$ cat config.mk
export PLATFORM = sky130hd
export DESIGN_NAME = swpac_top
export DESIGN_NICKNAME = d
export VERILOG_FILES = /design/src/rtl/swpac_pkg.sv /design/src/rtl/swpac_stream_if.sv /design/src/rtl/swpac_fifo.sv /design/src/rtl/swpac_top.sv
export VERILOG_INCLUDE_DIRS = /design/src /design/src/rtl
export SDC_FILE = /design/constraint.sdc
export NUM_CORES = 1
export LEC_CHECK = 0
export ABC_AREA = 1
export BUFFER_PORTS_ARGS = -buffer_cell sky130_fd_sc_hd__clkbuf_2
export CAP_MARGIN = 25
export CORE_UTILIZATION = 50
export CTS_CLUSTER_DIAMETER = 150
export DETAILED_ROUTE_END_ITERATION = 10
export MAX_ROUTING_LAYER = met4
export PLACE_DENSITY = 0.69
export SETUP_SLACK_MARGIN = 0.4
export SLEW_MARGIN = 20
export SYNTH_ARGS = -nofsm -noshare
export SYNTH_HDL_FRONTEND = slang
export SYNTH_SLANG_ARGS = --single-unit
export TNS_END_PERCENT = 50
$ cat constraint.sdc
create_clock -name clk -period 3.9 [get_ports clk]
set_input_delay 0.39 -clock clk [delete_from_list [all_inputs] [get_ports clk]]
set_output_delay 0.39 -clock clk [all_outputs]
set_load 0.01 [all_outputs]
$ cat src/rtl/swpac_defines.svh
// constants for the write-port and address capture block
// assumes inclusion by bare name from files under rtl/
// What this block does
// - write data captured on both input clock edges; 18 or 36 bits wide
// - write select low at positive edge starts a write
// - write select high deselects port; data ignored, no write
// - byte selects sampled on both edges choose lanes of each beat
// - lane with byte select high keeps its stored contents
// - each byte select covers a 9-bit lane, select 0 at bits 8..0
// - byte selects arrive on the same edge as their data beat
// - shared address: read address at positive edge, write at complementary
// - 19 address bits in both narrow and wide; no half select
// - deselected port ignores address, latches none
// - read select low at positive edge starts two-beat read
// - every access begins at a positive-edge phase
`ifndef SWPAC_DEFINES_SVH
`define SWPAC_DEFINES_SVH
`define SWPAC_DATA_W      36
`define SWPAC_LANE_W      9
`define SWPAC_LANES       4
`define SWPAC_ADDR_W      19
`define SWPAC_FIFO_DEPTH  16
`define SWPAC_BEATS       2
`endif

$ cat src/rtl/swpac_pkg.sv
// types for the write-port and address capture block
// assumes swpac_defines.svh sits beside it
`include "swpac_defines.svh"
package swpac_pkg;
    typedef enum logic [1:0] {SWPAC_IDLE, SWPAC_BEAT1} swpac_wstate_t;
    typedef logic [`SWPAC_DATA_W-1:0] swpac_data_t;
    typedef logic [`SWPAC_ADDR_W-1:0] swpac_addr_t;
    typedef logic [`SWPAC_LANES-1:0]  swpac_lanes_t;
endpackage : swpac_pkg

$ cat src/rtl/swpac_stream_if.sv
// valid/ready word stream between the capture logic and its fifo
// assumes a single clock shared by both ends
`timescale 1ns/10ps
`default_nettype none
interface swpac_stream_if #(parameter int WIDTH = 8);
    logic             valid;
    logic             ready;
    logic [WIDTH-1:0] data;
    modport src (output valid, output data, input ready);
    modport snk (input valid, input data, output ready);
endinterface : swpac_stream_if
`default_nettype wire

$ cat src/rtl/swpac_fifo.sv
// parameterised fifo, registered read data
// assumes one clock, asynchronous active-low reset
`timescale 1ns/10ps
`default_nettype none
module swpac_fifo #(
    parameter int WIDTH = 8,
    parameter int DEPTH = 16
) (
    input  wire logic clk,       // clock
    input  wire logic rst_n,     // reset
    swpac_stream_if.snk  in_s,   // fill side
    swpac_stream_if.src  out_s   // drain side
);
    localparam int AW = $clog2(DEPTH);
    logic [WIDTH-1:0] mem_q [DEPTH];
    logic [AW-1:0]    wp_q;
    logic [AW-1:0]    rp_q;
    logic [AW:0]      cnt_q;
    logic             ov_q;
    logic [WIDTH-1:0] od_q;
    wire              push = in_s.valid && in_s.ready;
    wire              pop  = (cnt_q != '0) && (!ov_q || out_s.ready);
    wire              full = (cnt_q == (AW+1)'(DEPTH));

    assign in_s.ready  = !full;
    assign out_s.valid = ov_q;
    assign out_s.data  = od_q;

    always_ff @(posedge clk) begin
        if (push) begin
            mem_q[wp_q] <= in_s.data;
        end
    end

    always_ff @(posedge clk or negedge rst_n) begin
        if (!rst_n) begin
            wp_q  <= '0;
            rp_q  <= '0;
            cnt_q <= '0;
            ov_q  <= 1'b0;
            od_q  <= '0;
        end else begin
            wp_q  <= push ? AW'(wp_q + 1'b1) : wp_q;
            rp_q  <= pop ? AW'(rp_q + 1'b1) : rp_q;
            cnt_q <= (AW+1)'(cnt_q + (AW+1)'(push) - (AW+1)'(pop));
            if (pop) begin
                od_q <= mem_q[rp_q];
                ov_q <= 1'b1;
            end else if (out_s.ready) begin
                ov_q <= 1'b0;
            end
        end
    end
endmodule : swpac_fifo
`default_nettype wire

$ cat src/rtl/swpac_top.sv
// write-port input capture and shared address latch of a dual-port burst memory
// assumes clk is the internal double-rate clock; phase_k marks positive input edges
// assumes pins come from outside the clock domain and are synchronised here
`timescale 1ns/10ps
`default_nettype none
`include "swpac_defines.svh"
module swpac_top
    import swpac_pkg::*;
(
    input  wire logic         clk,                      // 10 MHz clock
    input  wire logic         rst_n,                    // async reset, active low
    input  wire logic         phase_k,                  // high on positive input-clock edge
    input  wire logic         write_port_select_n,      // write port select
    input  wire logic         read_port_select_n,       // read port select
    input  wire swpac_lanes_t byte_lane_write_select_n, // byte lane selects
    input  wire swpac_addr_t  addr,                     // shared address bus
    input  wire swpac_data_t  wdata,                    // write data bus
    input  wire logic         wide_cfg,                 // 1: 36-bit, 0: 18-bit
    input  wire logic         wr_ready,                 // array accepts write beat
    output logic              wr_valid,                 // write beat valid
    output swpac_addr_t       wr_addr,                  // write address
    output logic              wr_beat,                  // beat index in burst
    output swpac_data_t       wr_data,                  // beat data
    output logic [`SWPAC_DATA_W-1:0] wr_bitmask,        // bits to write
    output logic              rd_start,                 // read burst start pulse
    output swpac_addr_t       rd_addr,                  // read address
    output logic              stall                     // fifo full, beat dropped
);
    // ------------------------------------------------------------
    // pin synchronisers
    // ------------------------------------------------------------
    localparam int PW = 3 + `SWPAC_LANES + `SWPAC_ADDR_W + `SWPAC_DATA_W + 1;
    logic [PW-1:0] s1_q;
    logic [PW-1:0] s2_q;
    always_ff @(posedge clk or negedge rst_n) begin
        if (!rst_n) begin
            // idle pins: both selects high, complementary phase
            s1_q <= {3'h6, {`SWPAC_LANES{1'b1}}, {(PW-3-`SWPAC_LANES){1'b0}}};
            s2_q <= {3'h6, {`SWPAC_LANES{1'b1}}, {(PW-3-`SWPAC_LANES){1'b0}}};
        end else begin
            s1_q <= {write_port_select_n, read_port_select_n, phase_k,
                     byte_lane_write_select_n, addr, wdata, wide_cfg};
            s2_q <= s1_q;
        end
    end
    wire          wps_n = s2_q[PW-1];
    wire          rps_n = s2_q[PW-2];
    wire          ph_k  = s2_q[PW-3];
    wire swpac_lanes_t bws_n = s2_q[PW-4 -: `SWPAC_LANES];
    wire swpac_addr_t  a_s   = s2_q[PW-4-`SWPAC_LANES -: `SWPAC_ADDR_W];
    wire swpac_data_t  d_s   = s2_q[`SWPAC_DATA_W:1];
    wire          wide  = s2_q[0];

    // ------------------------------------------------------------
    // command decode
    // ------------------------------------------------------------
    swpac_wstate_t st_q;
    swpac_wstate_t st_d;
    wire wr_go  = ph_k && !wps_n;
    wire rd_go  = ph_k && !rps_n;
    wire beat_k  = (st_q == SWPAC_IDLE) && wr_go;
    wire beat_kb = (st_q == SWPAC_BEAT1) && !ph_k;
    wire take   = beat_k || beat_kb;
    // both widths use all 19 address bits: amask is all ones, no half select
    wire [`SWPAC_ADDR_W-1:0] amask = wide ? {`SWPAC_ADDR_W{1'b1}}
                                          : {`SWPAC_ADDR_W{1'b1}};

    always_comb begin
        st_d = st_q;
        case (st_q)
            SWPAC_IDLE: begin
                if (wr_go) begin
                    st_d = SWPAC_BEAT1;
                end
            end
            SWPAC_BEAT1: begin
                if (!ph_k) begin
                    st_d = SWPAC_IDLE;
                end
            end
            default: begin
                st_d = SWPAC_IDLE;
            end
        endcase
    end

    // ------------------------------------------------------------
    // lane mask
    // ------------------------------------------------------------
    logic [`SWPAC_DATA_W-1:0] mask_w;
    always_comb begin
        mask_w = '0;
        for (int i = 0; i < `SWPAC_LANES; i++) begin
            if (!bws_n[i] && (wide || i < 2)) begin
                mask_w[i*`SWPAC_LANE_W +: `SWPAC_LANE_W] = {`SWPAC_LANE_W{1'b1}};
            end
        end
        if (!wide) begin
            mask_w[`SWPAC_DATA_W-1:18] = '0;
        end
    end

    // ------------------------------------------------------------
    // address latches
    // ------------------------------------------------------------
    swpac_addr_t wa_q;
    swpac_addr_t ra_q;
    logic        rs_q;

    always_ff @(posedge clk or negedge rst_n) begin
        if (!rst_n) begin
            st_q <= SWPAC_IDLE;
        end else begin
            st_q <= st_d;
        end
    end

    // read address only on a selected positive phase
    always_ff @(posedge clk or negedge rst_n) begin
        if (!rst_n) begin
            ra_q <= '0;
            rs_q <= 1'b0;
        end else begin
            rs_q <= rd_go;
            if (rd_go) begin
                ra_q <= a_s & amask;
            end
        end
    end

    // write address only on the complementary phase of a started write
    always_ff @(posedge clk or negedge rst_n) begin
        if (!rst_n) begin
            wa_q <= '0;
        end else if (beat_kb) begin
            wa_q <= a_s & amask;
        end
    end

    // ------------------------------------------------------------
    // beat buffer
    // ------------------------------------------------------------
    localparam int PDW = 1 + `SWPAC_DATA_W + `SWPAC_DATA_W;
    localparam int FW  = PDW + `SWPAC_ADDR_W;
    swpac_stream_if #(.WIDTH(FW)) fin ();
    swpac_stream_if #(.WIDTH(FW)) fout ();
    logic [PDW-1:0] pend_q;
    logic           pend_v_q;
    // first beat waits one step so the write address taken on the
    // complementary edge can travel with it through the fifo
    wire swpac_addr_t push_addr = beat_kb ? (a_s & amask) : wa_q;
    assign fin.valid  = pend_v_q;
    assign fin.data   = {pend_q, push_addr};
    assign fout.ready = wr_ready || !wr_valid;

    swpac_fifo #(.WIDTH(FW), .DEPTH(`SWPAC_FIFO_DEPTH)) u_fifo (
        .clk   (clk),
        .rst_n (rst_n),
        .in_s  (fin),
        .out_s (fout)
    );

    always_ff @(posedge clk or negedge rst_n) begin
        if (!rst_n) begin
            pend_q   <= '0;
            pend_v_q <= 1'b0;
        end else begin
            pend_v_q <= take;
            pend_q   <= {beat_kb, d_s & mask_w, mask_w};
        end
    end

    // one cycle per beat lost to a full fifo
    always_ff @(posedge clk or negedge rst_n) begin
        if (!rst_n) begin
            stall <= 1'b0;
        end else begin
            stall <= pend_v_q && !fin.ready;
        end
    end

    // ------------------------------------------------------------
    // read outputs
    // ------------------------------------------------------------
    always_ff @(posedge clk or negedge rst_n) begin
        if (!rst_n) begin
            rd_start <= 1'b0;
            rd_addr  <= '0;
        end else begin
            rd_start <= rs_q;
            rd_addr  <= ra_q;
        end
    end

    // ------------------------------------------------------------
    // write outputs
    // ------------------------------------------------------------
    // fifo word: beat index, data, bit mask, address
    wire              f_beat = fout.data[FW-1];
    wire swpac_data_t f_data = fout.data[FW-2 -: `SWPAC_DATA_W];
    wire swpac_data_t f_mask = fout.data[`SWPAC_ADDR_W +: `SWPAC_DATA_W];
    wire swpac_addr_t f_addr = fout.data[`SWPAC_ADDR_W-1:0];

    always_ff @(posedge clk or negedge rst_n) begin
        if (!rst_n) begin
            wr_valid <= 1'b0;
            wr_beat  <= 1'b0;
        end else if (fout.ready) begin
            wr_valid <= fout.valid;
            wr_beat  <= f_beat;
        end
    end

    // beat held while the array is not ready
    always_ff @(posedge clk or negedge rst_n) begin
        if (!rst_n) begin
            wr_data    <= '0;
            wr_bitmask <= '0;
            wr_addr    <= '0;
        end else if (fout.ready) begin
            wr_data    <= f_data;
            wr_bitmask <= f_mask;
            wr_addr    <= f_addr;
        end
    end
endmodule : swpac_top
`default_nettype wire

==> qor.yml <==
clock_network:
  clkTransAtPathRegs_ns: 0.06
  cts_tree: "built"
  cts.sinks: 1324
  numCtsBuffers: 136
  cts.repair.resized: 0
  clock_latency_ns: 0.73
  cts-root-buf: "clkbuf_16"
  htree_levels: 4
  cts_buffer_depth: 3
synth:
  synth_cell_types: 24
  syn_nets: 4276
  ys_top_cells_by_area: "edfxtp_1, dfrtp_1, nand2_1, nand3_1, buf_4"
  synth.top_cell.area_share: 0.573
  ys_seq_area_frac: 0.755
  synth_common_cells: "nand2_1, edfxtp_1, nand3_1"
  synth_most_common_cell: "nand2_1"
  ys_ff_latch: 1324
  postSynthCellCount: 4198
  synth_edf_count: 960
  ys_warn_count: 0
  synth_top_area_cell: "edfxtp_1"
  synthFlopType: "edfxtp_1"
  synth_async_sr_flop_share: 0.275
  syn_area_mm2: 0.0503
  synth.avg_cell_area_um2: 12.0
timing:
  slew_headroom: 0.181
  tightest_slew_ns: 1.23
  period_needed_ns: 2.59
  skew_ns: 0.0283
  setup_viol: 0
  finalHoldViolCount: 0
  fin_crit_sh: 0.664
  setup_tns_ns: 0
  rsz0062_at_grt: "false"
  slew_viol_final: 0
  postLayoutSetupSlackWorst_ns: 1.31
  whs_ns: 0.298
  fmax_mhz: 386
job:
  drv_cap: 0
finish:
  multi_input_area_mm2: 0.0107
  layout-drive-gt1-share: 0.113
  num-nets-final: 4489
  diodes: 0
  area_growth_pct: 15.0
  utilization: 0.584
  nFillCells: 7711
  seq_area_mm2: 0.0380
routing:
  dr.pass1.iters: 5
  post_drt_wl_per_cell_um: 20.1
  vias: 31100
  ant_nets: 0
  drc: 0
  drt_iter0_drc: 2983
  wirelength_um: 116000
  via_per_inst: 5.36
power_and_ir_drop:
  comb_power_share: 0.280
  total_power_mw: 42.8
  switching_share: 0.342
  p_clk_frac: 0.305
  powerDensity_mw_per_mm2: 740
  p_switching_mw: 14.6
  power.leakage_nw: 23.5
  peakVddDrop_mv: 0.769
  power_frac_seq: 0.414
  p_int_mw: 28.1
global_routing:
  gr-usage-met1: 0.309
  grt-busiest-layer: "met2"
  grt_start_max_net_pins: 229
  use_met3: 0.0335
  grt_overflow: 0
  antenna_found_initial: 0
  met2_usage: 0.381
  grt_pass1_wl_um: 179000
  grt_pass1_vias: 30600
  track_usage: 0.237
critical_path:
  critPathLaunchType: "flip-flop"
  crit_buf_inv: 3
  cpMaxStageDelayCell: "nor2_4"
  path_delay_family: "simple AND/OR/NAND/NOR gates"
  endpoint_kind: "flip-flop"
  crit_top_cell: "nand2_1"
  critical_path.max_stage_delay_ns: 0.66
  path_max_fanout: 31
  worstPathCellList: "inv_1 > ha_1 > nand4_1 > nand2_1 > clkinv_1 > nand2_1 > nor2_4 > buf_12"
  arrival_ns: 2.99
  cp_data_required_time_ns: 4.30
  critPathKind: "flip-flop to flip-flop"
placed_design:
  portBuffers: 179
  dp_hpwl_um: 58400
  gp_congestion: 0.780
  pre_cts_slack_ns: 1.24
die:
  core_mm2: 0.0990
  die-area_mm2: 0.102
  dieWidth_um: 319
  dieHeight_um: 319
  start_util: 0.508
  rows: 115
  ios: 180
min_path:
  min_path_type: "primary input to flip-flop"
run_status:
  outcome: "complete, no violations"
[placed cells by master (no fill, tap or decap), types with 2 or more instances in the layout]
master	n
a21oi_1	19
buf_12	29
buf_4	64
buf_8	2
bufinv_16	11
clkbuf_1	32
clkbuf_16	142
clkbuf_2	178
clkbuf_8	19
clkinv_1	22
clkinv_2	13
clkinv_8	4
clkinvlp_4	3
dfrtp_1	348
dfrtp_4	3
dfstp_2	12
dlygate4sd3_1	65
edfxtp_1	960
ha_1	11
inv_1	77
inv_2	3
inv_6	4
inv_8	2
nand2_1	1676
nand3_1	699
nand4_1	2
nor2_1	46
nor2_4	17
o21ai_0	41
xor2_1	9
[final timing paths]
check                                               start                                end  slack, ns  cells after the start
worst max-delay path            u_fifo.cnt_q[3]$_DFF_PN0_     u_fifo.mem_q[10][60]$_DFFE_PP_       1.31                      8
worst min-delay path                            wdata[35]                 s1_q[36]$_DFF_PN0_       0.30                      2
worst max register to register  u_fifo.cnt_q[3]$_DFF_PN0_     u_fifo.mem_q[10][60]$_DFFE_PP_       1.31                      8
worst min register to register          s1_q[6]$_DFF_PN0_                  s2_q[6]$_DFF_PN0_       0.33                      0
max in group asynchronous                           rst_n                 s2_q[62]$_DFF_PN1_       2.66                      3
min in group asynchronous                           rst_n  u_fifo.out_s.data[72]$_DFFE_PN0P_       0.34                      2
[cell type report]
type | count | share of cell area
clock inverters | 55 | 0.0107
repair buffers | 338 | 0.0455
well taps | 1287 | 0.0278
multi-input cells | 2524 | 0.185
flip-flops and latches | 1324 | 0.656
inverters | 87 | 0.00591
clock buffers | 194 | 0.0682
[flip-flops by register name, summed over array words and instances (netlist names), 36 cells and up]
register and flops:
u_fifo.out_s.data 60, u_fifo.mem_q 960, s2_q 63, pend_q 41, s1_q 63, wr_data 36
[stage by stage]
step	instance area, um2	cells
finish	57800	5809
global placement	52600	5492
detailed placement	52600	5494
global route	57800	5809
CTS	57800	5808
floorplan	50300	4198
[cells by family after synthesis]
group | Yosys count | share of synthesized area
DFF | 1324 | 0.755
and+or+nand+nor | 2442 | 0.200
adders and majority gates | 12 | 0.00314
buffers and inverters | 350 | 0.0344
xor gates and xnor gates | 10 | 0.00174
AOI/OAI and AO/OA | 60 | 0.00597
[power by group through the flow]
| stage | Combinational, mW | Clock, mW | Sequential (mW) |
|---|---|---|---|
| floorplan | 8.37 | 0 | 17.7 |
| CTS | 12.0 | 13.3 | 17.7 |
| global route | 13.3 | 13.8 | 17.9 |
| finish | 12.0 | 13.1 | 17.7 |
| global placement | 11.7 | 0 | 18.0 |
| detailed placement | 11.9 | 0 | 18.0 |
[metal layers]
metal	part of all wire	wire length, um
met5	0	0
met2	0.49	56700
met1	0.41	48200
met3	0.069	8050
met4	0.030	3520
[repair_timing]
action	4_1_cts	5_1_grt
buffers inserted	0	0
endpoints found under the hold margin	169	0
hold buffers	65	0
Power figures use the tool's default switching activity.
